--- config.mk ---
export PLATFORM = sky130hd
export DESIGN_NAME = ieq_top
export DESIGN_NICKNAME = d
export VERILOG_FILES = /design/src/ieq_pkg.sv /design/src/ieq_detect.sv /design/src/ieq_top.sv
export VERILOG_INCLUDE_DIRS = /design/src
export SDC_FILE = /design/constraint.sdc
export NUM_CORES = 1
export LEC_CHECK = 0
export ABC_AREA = 1
export BUFFER_PORTS_ARGS = -buffer_cell sky130_fd_sc_hd__buf_2
export CAP_MARGIN = 10
export CELL_PAD_IN_SITES_DETAIL_PLACEMENT = 0
export CELL_PAD_IN_SITES_GLOBAL_PLACEMENT = 1
export CORE_AREA = 10 10 277 279
export CTS_BUF_LIST = sky130_fd_sc_hd__clkbuf_16
export DETAILED_ROUTE_END_ITERATION = 10
export DIE_AREA = 0 0 287 289
export PLACE_DENSITY_LB_ADDON = 0.15
export SYNTH_ARGS = -nofsm -noshare
export SYNTH_HDL_FRONTEND = slang
export SYNTH_HIERARCHICAL = 1
export SYNTH_SLANG_ARGS = --single-unit
--- constraint.sdc ---
create_clock -name CLK_SYS -period 5.2 [get_ports CLK_SYS]
set_input_delay 0.26 -clock CLK_SYS [delete_from_list [all_inputs] [get_ports CLK_SYS]]
set_output_delay 0.26 -clock CLK_SYS [all_outputs]
set_load 0.05 [all_outputs]
--- src/ieq_regs.svh ---
`ifndef IEQ_REGS_SVH
`define IEQ_REGS_SVH
// Queue geometry.
`define IEQ_DEPTH 20
// Error codes, signed 16 bit.
`define IEQ_NO_ERROR 16'sd0
`define IEQ_OVERFLOW -16'sd350
`define IEQ_HDR_LONG -16'sd112
`define IEQ_NUM_OVF -16'sd123
`define IEQ_NUM_DIGITS -16'sd124
`define IEQ_BLOCK_BASE -16'sd160
`define IEQ_EXPR_BASE -16'sd170
`define IEQ_TRIG_IGN -16'sd211
`define IEQ_INIT_IGN -16'sd213
`define IEQ_STR_LONG -16'sd223
`define IEQ_QRY_INT -16'sd410
`define IEQ_QRY_UNT -16'sd420
`define IEQ_QRY_DEAD -16'sd430
`define IEQ_QRY_IDN -16'sd440
`define IEQ_RS_FRAME 16'sd511
`define IEQ_RS_OVERRUN 16'sd512
`define IEQ_RS_PARITY 16'sd513
`define IEQ_ONLY_RS 16'sd514
`define IEQ_IN_LOCAL 16'sd550
// Parser limits.
`define IEQ_HDR_MAX 12
`define IEQ_EXP_MAX 32000
`define IEQ_DIGIT_MAX 255
`define IEQ_STR_MAX 40
`define IEQ_MSG_MAX 80
// Menu idle time-out.
`define IEQ_MENU_TIMEOUT_S 30
`define IEQ_CLK_HZ 20000000
`define IEQ_MENU_CYCLES (`IEQ_MENU_TIMEOUT_S * `IEQ_CLK_HZ)
`endif

--- src/ieq_pkg.sv ---
package ieq_pkg;
    // One parsed-event report from the command front end.
    typedef struct packed {
        logic hdr_done;       // A header word has ended.
        logic [7:0] hdr_len;  // Its length in characters.
        logic num_done;       // A numeric parameter has ended.
        logic [15:0] exp_val; // Its exponent magnitude.
        logic exp_neg;        // Exponent sign.
        logic [8:0] digits;   // Mantissa digits after leading zeros.
        logic block_seen;     // Block data was seen.
        logic [3:0] block_sub;// Block error subcode 0..8.
        logic expr_seen;      // An expression was seen.
        logic [3:0] expr_sub; // Expression error subcode 0..8.
        logic str_done;       // A string parameter has ended.
        logic [7:0] str_len;  // Its length in characters.
    } ieq_parse_t;
    // Execution and interface events.
    typedef struct packed {
        logic trig;           // Bus trigger or trigger command.
        logic trig_src_bus;   // Trigger source is bus.
        logic trig_armed;     // Trigger system initiated.
        logic init_cmd;       // Initiate command.
        logic busy;           // Previous operation in progress.
        logic query;          // New response-producing command.
        logic out_pending;    // Output buffer holds unread data.
        logic talk;           // Addressed to talk.
        logic resp_ready;     // A response is available.
        logic out_ovf;        // Response overflows output buffer.
        logic in_full;        // Input buffer full.
        logic idn_not_last;   // Identification query not last.
        logic ser_frame;      // Serial framing error.
        logic ser_overrun;    // Serial overrun.
        logic ser_parity;     // Serial parity error.
        logic ser_only_cmd;   // Local/remote/lockout command.
        logic from_serial;    // Command came over the serial link.
        logic serial_cmd;     // Any command over the serial link.
        logic local_state;    // Device is in local state.
    } ieq_exec_t;
    // Queue states.
    typedef enum logic [2:0] {
        IEQ_EMPTY = 3'b001,
        IEQ_FILL = 3'b010,
        IEQ_LOCKED = 3'b100
    } ieq_state_t;
endpackage : ieq_pkg

--- src/ieq_detect.sv ---
`timescale 1ns/10ps
`include "ieq_regs.svh"
module ieq_detect
    import ieq_pkg::*;
(
    // Event inputs.
    input wire ieq_parse_t parse,
    input wire ieq_exec_t exec,
    // Selected error.
    output logic err_valid,
    output logic signed [15:0] err_code,
    // Refusal strobes.
    output logic refuse,
    output logic discard_resp
);
    // Fixed-priority pick of at most one code per cycle.
    always_comb begin
        err_valid = 1'b1;
        err_code = `IEQ_NO_ERROR;
        refuse = 1'b0;
        discard_resp = 1'b0;
        if (exec.ser_frame) begin
            err_code = `IEQ_RS_FRAME;
        end else if (exec.ser_overrun) begin
            err_code = `IEQ_RS_OVERRUN;
        end else if (exec.ser_parity) begin
            err_code = `IEQ_RS_PARITY;
        end else if (exec.ser_only_cmd && !exec.from_serial) begin
            err_code = `IEQ_ONLY_RS;
            refuse = 1'b1;
        end else if (exec.serial_cmd && exec.local_state) begin
            err_code = `IEQ_IN_LOCAL;
            refuse = 1'b1;
        end else if (parse.hdr_done && parse.hdr_len > 8'(`IEQ_HDR_MAX)) begin
            err_code = `IEQ_HDR_LONG;
        end else if (parse.num_done && !parse.exp_neg &&
                     parse.exp_val > 16'(`IEQ_EXP_MAX)) begin
            err_code = `IEQ_NUM_OVF;
        end else if (parse.num_done && parse.digits > 9'(`IEQ_DIGIT_MAX)) begin
            err_code = `IEQ_NUM_DIGITS;
        end else if (parse.block_seen) begin
            err_code = `IEQ_BLOCK_BASE - 16'(parse.block_sub);
            refuse = 1'b1;
        end else if (parse.expr_seen) begin
            err_code = `IEQ_EXPR_BASE - 16'(parse.expr_sub);
            refuse = 1'b1;
        end else if (parse.str_done && parse.str_len > 8'(`IEQ_STR_MAX)) begin
            err_code = `IEQ_STR_LONG;
            refuse = 1'b1;
        end else if (exec.trig && !(exec.trig_src_bus && exec.trig_armed)) begin
            err_code = `IEQ_TRIG_IGN;
            refuse = 1'b1;
        end else if (exec.init_cmd && exec.busy) begin
            err_code = `IEQ_INIT_IGN;
            refuse = 1'b1;
        end else if (exec.query && exec.out_pending) begin
            err_code = `IEQ_QRY_INT;
            discard_resp = 1'b1;
        end else if (exec.talk && !exec.resp_ready) begin
            err_code = `IEQ_QRY_UNT;
        end else if (exec.out_ovf && exec.in_full) begin
            err_code = `IEQ_QRY_DEAD;
            discard_resp = 1'b1;
        end else if (exec.idn_not_last) begin
            err_code = `IEQ_QRY_IDN;
        end else begin
            err_valid = 1'b0; // No error this cycle.
        end
    end
endmodule : ieq_detect

--- src/ieq_top.sv ---
// Operation
// - Reads return oldest unread entry first.
// - Full queue: newest becomes -350, drop rest.
// - Empty read gives +0; empty queue with menu open shows no-errors flag.
// - Clear-status and power-up empty queue; reads remove.
// - Instrument reset leaves queue untouched.
// - One beeper pulse per generated error.
// - Annunciator lit while queue holds entries.
// - Menu exit or 30 s idle clears all.
// - Report is code plus message characters by index, 80 max.
// - Header over 12 characters logs -112.
// - Exponent over 32000 -123, digits over 255 -124.
// - Block data -160..-168, expressions -170..-178.
// - Unarmed or non-bus trigger ignored, logs -211.
// - Initiate while busy refused, logs -213.
// - String over 40 characters refused, -223.
// - Query over unread output keeps old, -410.
// - Talk without response logs -420.
// - Output overflow with full input logs -430.
// - Serial framing 511, overrun 512, parity 513.
// - Serial-only commands elsewhere refused with 514.
// - Serial commands in local state refused, 550.
// - Device clear flushes buffers, keeps queue.
`timescale 1ns/10ps
`include "ieq_regs.svh"
module ieq_top
    import ieq_pkg::*;
#(
    parameter int DEPTH = `IEQ_DEPTH,
    parameter int MENU_CYCLES = `IEQ_MENU_CYCLES
) (
    // Clock and reset.
    input wire logic CLK_SYS,
    input wire logic RST,
    // Parser and execution events.
    input wire ieq_parse_t PARSE,
    input wire ieq_exec_t EXEC,
    // Common commands and device clear.
    input wire logic CLEAR_STATUS,
    input wire logic INSTR_RESET,
    input wire logic DEVICE_CLEAR,
    // Error read port.
    input wire logic READ_REQ,
    input wire logic [6:0] MSG_IDX,
    output logic READ_VALID,
    output logic signed [15:0] READ_CODE,
    output logic [7:0] MSG_CHAR,
    output logic [6:0] MSG_LEN,
    // Local error-view menu.
    input wire logic MENU_OPEN,
    input wire logic MENU_EXIT,
    input wire logic MENU_ACTIVITY,
    output logic NO_ERRORS_SHOWN,
    // Annunciator, beeper and command refusal.
    output logic ERROR_ANNUNCIATOR,
    output logic BEEP,
    output logic CMD_REFUSED,
    output logic RESP_DISCARD,
    output logic FLUSH_BUFFERS,
    output logic PARSER_READY
);
    // Pointer and idle-timer widths.
    localparam int PW = $clog2(DEPTH);
    localparam int CW = $clog2(MENU_CYCLES + 1);

    // Error selection from the event buses.
    logic err_valid;
    logic signed [15:0] err_code;
    logic refuse;
    logic discard_resp;

    ieq_detect u_detect (
        .parse(PARSE),
        .exec(EXEC),
        .err_valid(err_valid),
        .err_code(err_code),
        .refuse(refuse),
        .discard_resp(discard_resp)
    );

    // Queue storage and pointers.
    logic signed [15:0] mem [DEPTH];
    logic [PW-1:0] rd_ptr;
    logic [PW-1:0] wr_ptr;
    logic [PW:0] count;
    ieq_state_t state;
    logic [PW-1:0] next_rd_ptr;
    logic [PW-1:0] next_wr_ptr;
    logic [PW:0] next_count;
    ieq_state_t next_state;
    logic wr_en;
    logic [PW-1:0] wr_addr;
    logic signed [15:0] wr_data;

    // Menu idle timer.
    logic [CW-1:0] idle_cnt;
    logic [CW-1:0] next_idle_cnt;
    logic menu_clear;

    // Read answer registers.
    logic signed [15:0] next_read_code;
    logic next_read_valid;
    logic next_beep;
    logic next_refused;
    logic next_discard;
    logic next_flush;

    // Wrap helper for the circular pointers.
    function automatic logic [PW-1:0] bump(input logic [PW-1:0] p);
        bump = (p == PW'(DEPTH - 1)) ? '0 : p + 1'b1;
    endfunction : bump

    // Menu exit or idle time-out clears the whole queue.
    always_comb begin
        next_idle_cnt = '0;
        menu_clear = 1'b0;
        if (MENU_OPEN) begin
            if (MENU_EXIT) begin
                menu_clear = 1'b1;
            end else if (MENU_ACTIVITY) begin
                next_idle_cnt = '0;
            end else if (idle_cnt == CW'(MENU_CYCLES - 1)) begin
                menu_clear = 1'b1;
            end else begin
                next_idle_cnt = idle_cnt + 1'b1;
            end
        end
    end

    // Queue next-state: reads pop the oldest, errors push, overflow locks.
    always_comb begin
        next_rd_ptr = rd_ptr;
        next_wr_ptr = wr_ptr;
        next_count = count;
        next_state = state;
        wr_en = 1'b0;
        wr_addr = wr_ptr;
        wr_data = err_code;
        next_read_valid = 1'b0;
        next_read_code = READ_CODE;
        if (READ_REQ) begin
            next_read_valid = 1'b1;
            if (count == '0) begin
                next_read_code = `IEQ_NO_ERROR;
            end else begin
                next_read_code = mem[rd_ptr];
                next_rd_ptr = bump(rd_ptr);
                next_count = count - 1'b1;
            end
        end
        // Errors push unless the queue is full and no read frees a slot this cycle.
        if (err_valid) begin
            if (count == (PW+1)'(DEPTH) && !(READ_REQ)) begin
                if (state != IEQ_LOCKED) begin
                    wr_en = 1'b1;
                    wr_addr = (wr_ptr == '0) ? PW'(DEPTH - 1) : wr_ptr - 1'b1;
                    wr_data = `IEQ_OVERFLOW;
                end
            end else begin
                wr_en = 1'b1;
                next_wr_ptr = bump(wr_ptr);
                next_count = next_count + 1'b1;
            end
        end
        // Lock follows a full queue until something is read.
        if (next_count == '0) begin
            next_state = IEQ_EMPTY;
        end else if (READ_REQ && count != '0) begin
            next_state = IEQ_FILL;
        end else if (wr_en && wr_data == `IEQ_OVERFLOW && count == (PW+1)'(DEPTH)) begin
            next_state = IEQ_LOCKED;
        end else if (state == IEQ_EMPTY) begin
            next_state = IEQ_FILL;
        end
        // Clear status and the menu empty the queue; instrument reset does not.
        if (CLEAR_STATUS || menu_clear) begin
            next_rd_ptr = '0;
            next_wr_ptr = '0;
            next_count = '0;
            next_state = IEQ_EMPTY;
            wr_en = 1'b0;
        end
        // INSTR_RESET and DEVICE_CLEAR are intentionally not used here.
    end

    // Side strobes for the beeper and the command front end.
    always_comb begin
        next_beep = err_valid;
        next_refused = refuse;
        next_discard = discard_resp;
        next_flush = DEVICE_CLEAR;
    end

    // Register all state but the storage array; power-up empties the queue.
    always_ff @(posedge CLK_SYS) begin
        if (RST) begin
            rd_ptr <= '0;
            wr_ptr <= '0;
            count <= '0;
            state <= IEQ_EMPTY;
            idle_cnt <= '0;
            READ_VALID <= 1'b0;
            READ_CODE <= `IEQ_NO_ERROR;
            BEEP <= 1'b0;
            CMD_REFUSED <= 1'b0;
            RESP_DISCARD <= 1'b0;
            FLUSH_BUFFERS <= 1'b0;
        end else begin
            rd_ptr <= next_rd_ptr;
            wr_ptr <= next_wr_ptr;
            count <= next_count;
            state <= next_state;
            idle_cnt <= next_idle_cnt;
            READ_VALID <= next_read_valid;
            READ_CODE <= next_read_code;
            BEEP <= next_beep;
            CMD_REFUSED <= next_refused;
            RESP_DISCARD <= next_discard;
            FLUSH_BUFFERS <= next_flush;
        end
    end

    // Storage array write port; contents need no reset.
    always_ff @(posedge CLK_SYS) begin
        if (wr_en) begin
            mem[wr_addr] <= wr_data;
        end
    end

    // Annunciator and front-panel empty indication.
    assign ERROR_ANNUNCIATOR = (count != '0);
    assign NO_ERRORS_SHOWN = MENU_OPEN && (count == '0);
    assign PARSER_READY = !FLUSH_BUFFERS;

    // Message text lookup for the last code read, at most 80 characters.
    logic [8*24-1:0] msg_text; // Left-padded with zero bytes.
    logic [6:0] msg_len;
    always_comb begin
        msg_text = '0;
        msg_len = 7'h0;
        case (READ_CODE)
            `IEQ_NO_ERROR:
                msg_text = 192'("No error");
            `IEQ_OVERFLOW:
                msg_text = 192'("Queue overflow");
            `IEQ_HDR_LONG:
                msg_text = 192'("Mnemonic too long");
            `IEQ_NUM_OVF:
                msg_text = 192'("Numeric overflow");
            `IEQ_NUM_DIGITS:
                msg_text = 192'("Too many digits");
            `IEQ_TRIG_IGN:
                msg_text = 192'("Trigger ignored");
            `IEQ_INIT_IGN:
                msg_text = 192'("Init ignored");
            `IEQ_STR_LONG:
                msg_text = 192'("Too much data");
            `IEQ_QRY_INT:
                msg_text = 192'("Query INTERRUPTED");
            `IEQ_QRY_UNT:
                msg_text = 192'("Query UNTERMINATED");
            `IEQ_QRY_DEAD:
                msg_text = 192'("Query DEADLOCKED");
            `IEQ_QRY_IDN:
                msg_text = 192'("Query after indefinite");
            `IEQ_RS_FRAME:
                msg_text = 192'("RS-232 framing error");
            `IEQ_RS_OVERRUN:
                msg_text = 192'("RS-232 overrun error");
            `IEQ_RS_PARITY:
                msg_text = 192'("RS-232 parity error");
            `IEQ_ONLY_RS:
                msg_text = 192'("Allowed only RS-232");
            `IEQ_IN_LOCAL:
                msg_text = 192'("Not allowed in local");
            default: begin
                // Block and expression ranges share one text each.
                if (READ_CODE <= `IEQ_BLOCK_BASE && READ_CODE >= `IEQ_BLOCK_BASE - 16'sd8) begin
                    msg_text = 192'("Block data error");
                end else begin
                    msg_text = 192'("Expression error");
                end
            end
        endcase
        // Length is the count of non-zero characters.
        for (int i = 0; i < 24; i++) begin
            if (msg_text[8*i +: 8] != 8'h0) begin
                msg_len = 7'(i + 1);
            end
        end
    end

    // Character pick, first character at index 0; bounded by the 80 limit.
    always_comb begin
        MSG_LEN = msg_len;
        MSG_CHAR = 8'h20;
        if (MSG_IDX < msg_len && MSG_IDX < 7'(`IEQ_MSG_MAX)) begin
            MSG_CHAR = msg_text[8*(7'(msg_len) - 7'h1 - MSG_IDX) +: 8];
        end
    end
endmodule : ieq_top

==> flow_summary_export.csv, run 1 <==
group,metric,value,unit
run_status,status,"complete, but fails checks",
run_status,violations,"negative setup slack",
clock_tree,clock_tree.buffer_depth,3,
layout,drive_above_1_share,21.7,%
placed_design,routabilityCongestion,0.888,
setup_path,crit_start,"READ_CODE[11]",
floorplanning,start_util,29.7,%
floorplanning,row_count,98,
clock_tree,htreeDepth,2,
drt,ant_nets,0,
synthesis,ys_seq_elements,395,
layout,mostFrequentLayoutCells,"486 x nand2_1, 320 x edfxtp_1, 319 x nor2_1, 209 x inv_1, 167 x buf_4",
floorplanning,die_h,289,um
timing,slew_headroom,28.2,%
placed_design,dp_cells,3500,
clock_tree,clkTransAtPathRegs,60,ps
timing,drv_slew,0,
synthesis,synth_ff_type,"edfxtp_1",
drt,route.detailed.drc,0,
power_and_ir_drop,leakage,0.0105,uW
clock_tree,cts_buffers,44,
timing,min_period_over_period,104,%
layout,final_common_cell,"nand2_1",
timing,final_hold_viol_count,0,
global_route,grt.total_usage,17.0,%
layout,syn2layout_area_growth,23.3,%
clock_tree,clock_latency,600,ps
worst_hold_path,hp-class,"input pin to register",
timing,totalNegativeSetupSlack,-807,ps
flow_run,cap_violations,0,
synthesis,synth_top_cell_area_share,45.5,%
setup_path,critPathCaptureType,"output pin",
setup_path,r2r-end,"mem[9][14]",
drt,via_count,17900,
layout,final_cell_area,26000,um^2
setup_path,crit_required,4940,ps
setup_path,slowest_stage,"dfxtp_4",
floorplanning,core_area,71100,um^2
layout,antenna_cells,0,
drt,dr.pass1.iters,5,
setup_path,r2r_slack,1610,ps
setup_path,setup.worst_path.end,"MSG_CHAR[6]",
global_route,grt_pass1_wl,108,mm
drt,route.detailed.wl_per_inst,19.9,um
global_route,antenna_found_initial,0,
setup_path,critPathKind,"register to output pin",
setup_path,slowest_delay,380,ps
setup_path,worst-path-buf-inv,9,
drt,viasPerCell,4.93,
timing,setup_ws,-189,ps
timing,fin_skew,47.7,ps
synthesis,yosysTopAreaCell,"edfxtp_1",
power_and_ir_drop,worst_ir_drop_vdd,734,uV
timing,worst_slew_pin_slew,1080,ps
synthesis,ys_async_sr_fraction,0,%
timing,whs,45.9,ps
timing,setup_viol,6,
clock_tree,cts_root_buf,"clkbuf_16",
layout,nNetsFinal,2749,
placed_design,postPlaceCellArea,23700,um^2
synthesis,synthCells,2395,
synthesis,yosysWarnings,6,
floorplanning,dieArea,82900,um^2
global_route,grtUsageMet2,28.8,%
drt,drt_iter0_markers,1225,
global_route,grt_pass1_vias,17700,
placed_design,hpwl,48.8,mm
synthesis,syn_area_per_cell,8.82,um^2
global_route,gr-max-usage-layer,"met2",
floorplanning,die_w,287,um
clock_tree,tritoncts,"built",
layout,fin_cells,3626,
setup_path,critical-path-top-delay-family,"simple AND/OR/NAND/NOR gates",
timing,max_freq,186,MHz
setup_path,cp-start-kind,"register",
placed_design,port_buffers,116,
synthesis,synth_cell_types,64,
setup_path,critPathArrivalTime,5130,ps
synthesis,synth-seq-area-share,52.6,%
global_route,grt_max_degree,147,
setup_path,reg2reg_depth,15,
synthesis,synthTopCellsByArea,"edfxtp_1 46%, nand2_1 9.2%, dfxtp_1 7.1%, nor2_1 6.3%, nand3_1 4.0%",
global_route,grt_overflow,0,
setup_path,rr_startpoint,"count[0]",
global_route,grt_use_met1,22.3,%
floorplanning,io_pins,129,
power_and_ir_drop,p_per_area,434,nW/um^2
timing,grt_setup_unrepaired,"yes",
setup_path,crit_fanout,8,
synthesis,synth_edf_count,320,
timing,period_needed,5390,ps
synthesis,synthesis.area,21100,um^2
setup_path,worst-path-stages,41,
clock_tree,cts_num_sinks,395,
global_route,grt_util_met3,2.07,%
drt,routed_wl,72.2,mm
cells in the mapped netlist, drive strengths merged, types with 2 or more instances:
master,n
mux2i,63
nand4,32
o32ai,14
dfxtp,75
edfxtp,320
a211oi,3
o22ai,5
o41ai,2
o21ai,149
o31ai,9
inv,224
or2,13
nand3,178
nor4,10
buf,35
o211ai,23
o2111ai,2
a41oi,3
clkinv,6
nand2,544
clkbuf,75
nor3,37
o221ai,63
ha,17
xnor2,3
a21oi,66
nor3b,6
nor4b,3
nand3b,2
nor2,377
xor2,17
a31oi,6
o21a,4
sequential cells by signal, summed over array words and instances (netlist names), 3 cells and up, named ones only:
register	cells
count	6
rd_ptr	5
state	3
mem	320
idle_cnt	30
READ_CODE	16
wr_ptr	5
worst min-delay path by stage:
stage	cells past startpoint	slack, ps	startpoint	to
final	6	50	EXEC[5]	CMD_REFUSED
after CTS	6	4	EXEC[4]	CMD_REFUSED
after global placement	1	430	idle_cnt[0]	idle_cnt[0]
after detailed placement	1	440	idle_cnt[0]	idle_cnt[0]
after global routing	6	70	EXEC[4]	CMD_REFUSED
after floorplan	1	320	RST	READ_CODE[15]
per-stage QoR:
| stage | power [uW] | util (%) | setup slack, ps |
|---|---|---|---|
| global route | 12000 | 36.6 | -519 |
| floorplan | 6180 | - | 0.429 |
| global placement | 7720 | 33.3 | -3.06 |
| finish | 11300 | 36.6 | -189 |
| CTS | 11300 | 36.1 | -161 |
| detailed placement | 7700 | 33.3 | -55.4 |
layer usage:
layer / vias up / part of all wire [%]
met4: 0 / 2.6
met2: 409 / 48
li1: 8720 / -
met3: 93 / 4.0
met1: 8648 / 45
met5: - / 0
final cells by class:
cell class	instances	area (um^2)
Multi-Input combinational cell	1663	9030
Inverter	230	875
Clock buffer	44	1100
Sequential cell	395	11100
Clock inverter	37	379
Tap cell	950	1190
Timing Repair Buffer	307	2320
Fill cell	7415	45100
tightest hold or removal path, stage by stage:
cell     delay [ps]
buf_2           100
nor2_1           60
nand2_1          50
a21oi_1          40
inv_1            50
nor2_1           40
power breakdown:
group | internal (uW) | switching (uW) | total (uW) | leakage (uW)
sequential | 3440 | 20.4 | 3460 | 0.00345
clock | 1850 | 1290 | 3150 | 0.000764
combinational | 1600 | 3100 | 4700 | 0.00624
repair_timing:
item,CTS,global route
setup endpoints to repair,7,7
endpoints found under the hold margin,1,0
gates resized for setup,95,54
cloned,2,3
pin swaps,22,38
hold buffers,1,0
buffers inserted,24,16
logic make-up after synthesis:
| group | count (synthesis) | synth area share (%) |
|---|---|---|
| AND/OR/NAND/NOR | 1204 | 25.2 |
| other | 1 | 0.0178 |
| XOR/XNOR | 20 | 0.830 |
| flip-flops | 395 | 52.6 |
| adder cells (fa/ha/maj) | 18 | 1.10 |
| buffers and inverters | 340 | 6.54 |
| AO/OA/AOI/OAI | 354 | 10.7 |
| multiplexers | 63 | 2.99 |
(Power assumes the default switching activity.)
==> run 2: changes to the inputs <==
--- a/config.mk
+++ b/config.mk
@@ -16,5 +16,5 @@
 export DETAILED_ROUTE_END_ITERATION = 10
 export DIE_AREA = 0 0 287 289
-export PLACE_DENSITY_LB_ADDON = 0.15
+export PLACE_DENSITY = 0.54
 export SYNTH_ARGS = -nofsm -noshare
 export SYNTH_HDL_FRONTEND = slang
==> constraint.sdc (replaced) <==
create_clock -name CLK_SYS -period 5.2 [get_ports CLK_SYS]
set_input_delay 0.78 -clock CLK_SYS [delete_from_list [all_inputs] [get_ports CLK_SYS]]
set_output_delay 0.78 -clock CLK_SYS [all_outputs]
set_load 0.05 [all_outputs]
==> flow_summary_export.csv, run 2 (synthesis gave the netlist of run 1 again) <==
group,metric,value,unit
run_status,status,"complete, but fails checks",
run_status,violations,"negative setup slack",
worst_hold_path,hp-class,"input pin to register",
setup_path,crit_required,4420,ps
power_and_ir_drop,worst_ir_drop_vdd,514,uV
floorplanning,row_count,98,
drt,routed_wl,72.0,mm
placed_design,postPlaceCellArea,24100,um^2
global_route,grt_overflow,0,
clock_tree,clkTransAtPathRegs,60,ps
global_route,grt_pass1_wl,110,mm
power_and_ir_drop,leakage,0.0106,uW
timing,worst_slew_pin_slew,898,ps
layout,mostFrequentLayoutCells,"487 x nand2_1, 321 x nor2_1, 320 x edfxtp_1, 205 x inv_1, 203 x buf_4",
layout,drive_above_1_share,22.8,%
drt,dr.pass1.iters,5,
flow_run,cap_violations,0,
layout,biggestRegsByFlops,"mem: 320 flops, idle_cnt: 30 flops, READ_CODE: 16 flops",
setup_path,slowest_stage,"dfxtp_4",
timing,grt_setup_unrepaired,"yes",
layout,largest_register_ffs,320,
layout,final_common_cell,"nand2_1",
layout,final_cell_area,26300,um^2
drt,via_count,17900,
timing,max_freq,168,MHz
floorplanning,die_h,289,um
timing,setup_ws,-737,ps
placed_design,dpl_worst_slack,-468,ps
global_route,antenna_found_initial,0,
timing,setup_viol,7,
clock_tree,cts_num_sinks,395,
timing,totalNegativeSetupSlack,-4360,ps
timing,slew_headroom,39.7,%
floorplanning,io_pins,129,
global_route,grt.total_usage,17.0,%
setup_path,critPathCaptureType,"output pin",
setup_path,crit_fanout,12,
clock_tree,tritoncts,"built",
setup_path,critPathKind,"register to output pin",
timing,min_period_over_period,114,%
clock_tree,cts_buffers,42,
clock_tree,htreeDepth,2,
clock_tree,cts_hold_buf,0,
setup_path,critPathArrivalTime,5160,ps
drt,viasPerCell,4.90,
setup_path,critPathMostFrequentCell,"nand2_1",
clock_tree,clock_latency,580,ps
global_route,grt_max_degree,113,
drt,ant_nets,0,
setup_path,cp-start-kind,"register",
clock_tree,cts_root_buf,"clkbuf_16",
floorplanning,die_w,287,um
timing,drv_slew,0,
layout,top_register,"mem",
timing,period_needed,5940,ps
drt,drt_iter0_markers,1064,
setup_path,slowest_delay,390,ps
floorplanning,start_util,29.7,%
drt,route.detailed.drc,0,
global_route,grt_pass1_vias,18000,
clock_tree,clock_tree.buffer_depth,3,
placed_design,port_buffers,116,
floorplanning,dieArea,82900,um^2
placed_design,routabilityCongestion,0.876,
layout,syn2layout_area_growth,24.5,%
drt,route.detailed.wl_per_inst,19.7,um
timing,fin_skew,30.7,ps
layout,nNetsFinal,2785,
timing,final_hold_viol_count,0,
power_and_ir_drop,p_per_area,423,nW/um^2
layout,final_util,36.9,%
placed_design,hpwl,49.3,mm
floorplanning,core_area,71100,um^2
[run 2: worst paths after layout]
kind	from	endpoint	slack, ps	cells past startpoint
worst min-delay path	DEVICE_CLEAR	FLUSH_BUFFERS	410	3
worst min register to register	idle_cnt[0]	idle_cnt[0]	450	1
worst max register to register	count[0]	mem[4][3]	1500	14
worst max-delay path	READ_CODE[8]	MSG_CHAR[6]	-740	36
[run 2: layout make-up]
type                       instances  area (um^2)
fill                            7318        44800
multi-input combinational       1663         9050
antenna                            1         2.50
inverter                         230          888
clock inverter                    32          292
tap                              950         1190
sequential                       395        11200
clock buffer                      42         1050
timing repair buffer             345         2620
[run 2: through the flow]
stage / total power [uW] / hold WS [ps] / cells
CTS: 11100 / 384 / 3651
finish: 11100 / 415 / 3658
detailed placement: 7770 / 449 / 3544
global placement: 7800 / 425 / 3544
global route: 11800 / 399 / 3657
floorplan: 6200 / 418 / 2398
[run 2: critical path, delay by kind of cell, from the launching register on]
family | cells | cell delay, ps
AO/OA/AOI/OAI | 5 | 730
XOR/XNOR | 1 | 160
AND/OR/NAND/NOR | 22 | 2160
adder cells (fa/ha/maj) | 1 | 280
buffers and inverters | 7 | 870
flip-flops | 1 | 390
[run 2: per-layer routing]
metal | part of all wire, % | vias up | GRT usage, %
met1 | 44 | 8589 | 21.6
met3 | 4.5 | 92 | 2.20
met4 | 2.5 | 0 | 5.09
met2 | 49 | 453 | 29.6
li1 | - | 8802 | -
met5 | 0 | - | 0
[run 2: timing repair]
action | CTS | global route
endpoints found under the setup margin | 7 | 7
buffers inserted | 29 | 10
resized for setup | 90 | 57
cloned | 4 | 1
pin swaps | 13 | 48
[run 2: power breakdown]
group	leakage, uW	switching, uW	internal, uW	total [uW]
logic	0.00646	3070	1640	4710
clock network	0.000678	1260	1680	2950
registers	0.00346	26.2	3440	3470
==> run 3: changes to the inputs <==
Settings changed: CTS_BUF_LIST sky130_fd_sc_hd__clkbuf_16 to sky130_fd_sc_hd__clkbuf_8, PLACE_DENSITY 0.54 to default, PLACE_DENSITY_LB_ADDON from default to 0.1, SLEW_MARGIN from default to 15.
==> flow_summary_export.csv, run 3 (synthesis gave the netlist of run 1 again) <==
group,metric,value,unit
run_status,status,"complete, but fails checks",
run_status,violations,"negative setup slack",
layout,biggestRegsByFlops,"mem: 320 flops, idle_cnt: 30 flops, READ_CODE: 16 flops",
global_route,antenna_found_initial,2,
setup_path,crit_required,4420,ps
layout,largest_register_ffs,320,
clock_tree,clock_latency,650,ps
layout,final_common_cell,"nand2_1",
setup_path,slowest_delay,370,ps
floorplanning,die_w,287,um
layout,drive_above_1_share,24.1,%
global_route,grt_pass1_wl,112,mm
layout,syn2layout_area_growth,24.1,%
power_and_ir_drop,leakage,0.0106,uW
setup_path,cp-start-kind,"register",
clock_tree,tritoncts,"built",
drt,route.detailed.wl_per_inst,19.9,um
worst_hold_path,hp-class,"input pin to register",
setup_path,worst-path-buf-inv,7,
setup_path,critPathArrivalTime,5200,ps
flow_run,cap_violations,0,
layout,nNetsFinal,2812,
drt,viasPerCell,4.86,
drt,dr.pass1.iters,5,
timing,setup_ws,-775,ps
layout,top_register,"mem",
global_route,grt_overflow,0,
clock_tree,clock_tree.buffer_depth,3,
timing,grt_setup_unrepaired,"yes",
clock_tree,cts_num_sinks,395,
global_route,grt.total_usage,17.6,%
setup_path,critPathMostFrequentCell,"nand2_1",
drt,route.detailed.drc,0,
clock_tree,cts_buffers,68,
floorplanning,core_area,71100,um^2
setup_path,critPathKind,"register to output pin",
timing,worst_slew_pin_slew,1010,ps
setup_path,critPathCaptureType,"output pin",
placed_design,dp_cells,3552,
drt,drt_iter0_markers,1048,
layout,fin_cells,3703,
setup_path,crit_fanout,8,
drt,via_count,18000,
timing,final_hold_viol_count,0,
floorplanning,row_count,98,
timing,min_period_over_period,115,%
clock_tree,clkTransAtPathRegs,60,ps
timing,period_needed,5980,ps
clock_tree,cts_root_buf,"clkbuf_8",
timing,fin_skew,44.1,ps
placed_design,port_buffers,116,
timing,slew_headroom,32.9,%
placed_design,routabilityCongestion,0.925,
floorplanning,start_util,29.7,%
drt,routed_wl,73.6,mm
power_and_ir_drop,worst_ir_drop_vdd,385,uV
floorplanning,die_h,289,um
drt,ant_nets,0,
floorplanning,dieArea,82900,um^2
setup_path,slowest_stage,"dfxtp_4",
floorplanning,io_pins,129,
global_route,grt_pass1_vias,18300,
placed_design,hpwl,50.6,mm
setup_path,critical-path-top-delay-family,"simple AND/OR/NAND/NOR gates",
layout,final_util,36.8,%
timing,max_freq,167,MHz
timing,setup_viol,7,
clock_tree,htreeDepth,3,
power_and_ir_drop,p_per_area,421,nW/um^2
power_and_ir_drop,design_power_total,11000,uW
timing,drv_slew,0,
layout,mostFrequentLayoutCells,"475 x nand2_1, 320 x edfxtp_1, 315 x nor2_1, 228 x inv_1, 208 x buf_4",
global_route,grt_max_degree,92,
[run 3: worst paths after layout]
path,startpoint,endpoint,slack [ps],cells past startpoint
max,READ_CODE[10],MSG_CHAR[2],-780,37
max reg2reg,count[0],mem[3][2],1590,14
min,DEVICE_CLEAR,FLUSH_BUFFERS,380,3
min reg2reg,idle_cnt[0],idle_cnt[0],450,1
[run 3: layout make-up]
cell class	instances	area (um^2)
Multi-Input combinational cell	1663	9120
Antenna cell	1	2.50
Timing Repair Buffer	346	2580
Fill cell	7407	44900
Sequential cell	395	11200
Tap cell	950	1190
Inverter	230	888
Clock inverter	48	273
Clock buffer	70	963
[run 3: worst reg2reg max path, stage by stage (launching register included)]
cell     delay, ps
dfxtp_1        300
inv_1          110
ha_1           200
nand2_1         70
nor4b_1        250
inv_1          150
nor2_1         150
nand3_1        160
inv_1          500
nand4_1        200
xor2_1         190
o21ai_0        180
nand3_1        310
nor2_2         160
buf_4          340
[run 3: routing by layer]
metal	global-route usage [%]	routed length [um]
met5	0	11
met2	29.6	35100
met3	2.66	3000
met4	4.95	1550
met1	23.2	34000
[run 3: what timing repair did]
item                       4_1_cts  5_1_grt
resized for setup               92       72
setup endpoints to repair        7        7
hold buffers                     0        0
buffers inserted                24        7
hold endpoints to repair         0        0
gates cloned                     4        0
pin swaps                       23       61
[run 3: through the flow]
step | setup TNS [ps] | hold WS (ps) | worst slack (ps) | cell area (um^2)
6_report | -4540 | 375 | -775 | 26200
5_1_grt | -7470 | 354 | -1240 | 26200
4_1_cts | -5770 | 318 | -915 | 25900
3_5_place_dp | -3230 | 439 | -646 | 24100
3_3_place_gp | -2510 | 431 | -551 | 24100
2_1_floorplan | 0 | 418 | 0.233 | 21200
[run 3: where the power goes]
group	switching [uW]	leakage, uW	total (uW)	internal [uW]
clock	1270	0.000735	2580	1320
combinational	3200	0.00644	4970	1770
sequential	21.8	0.00346	3460	3440
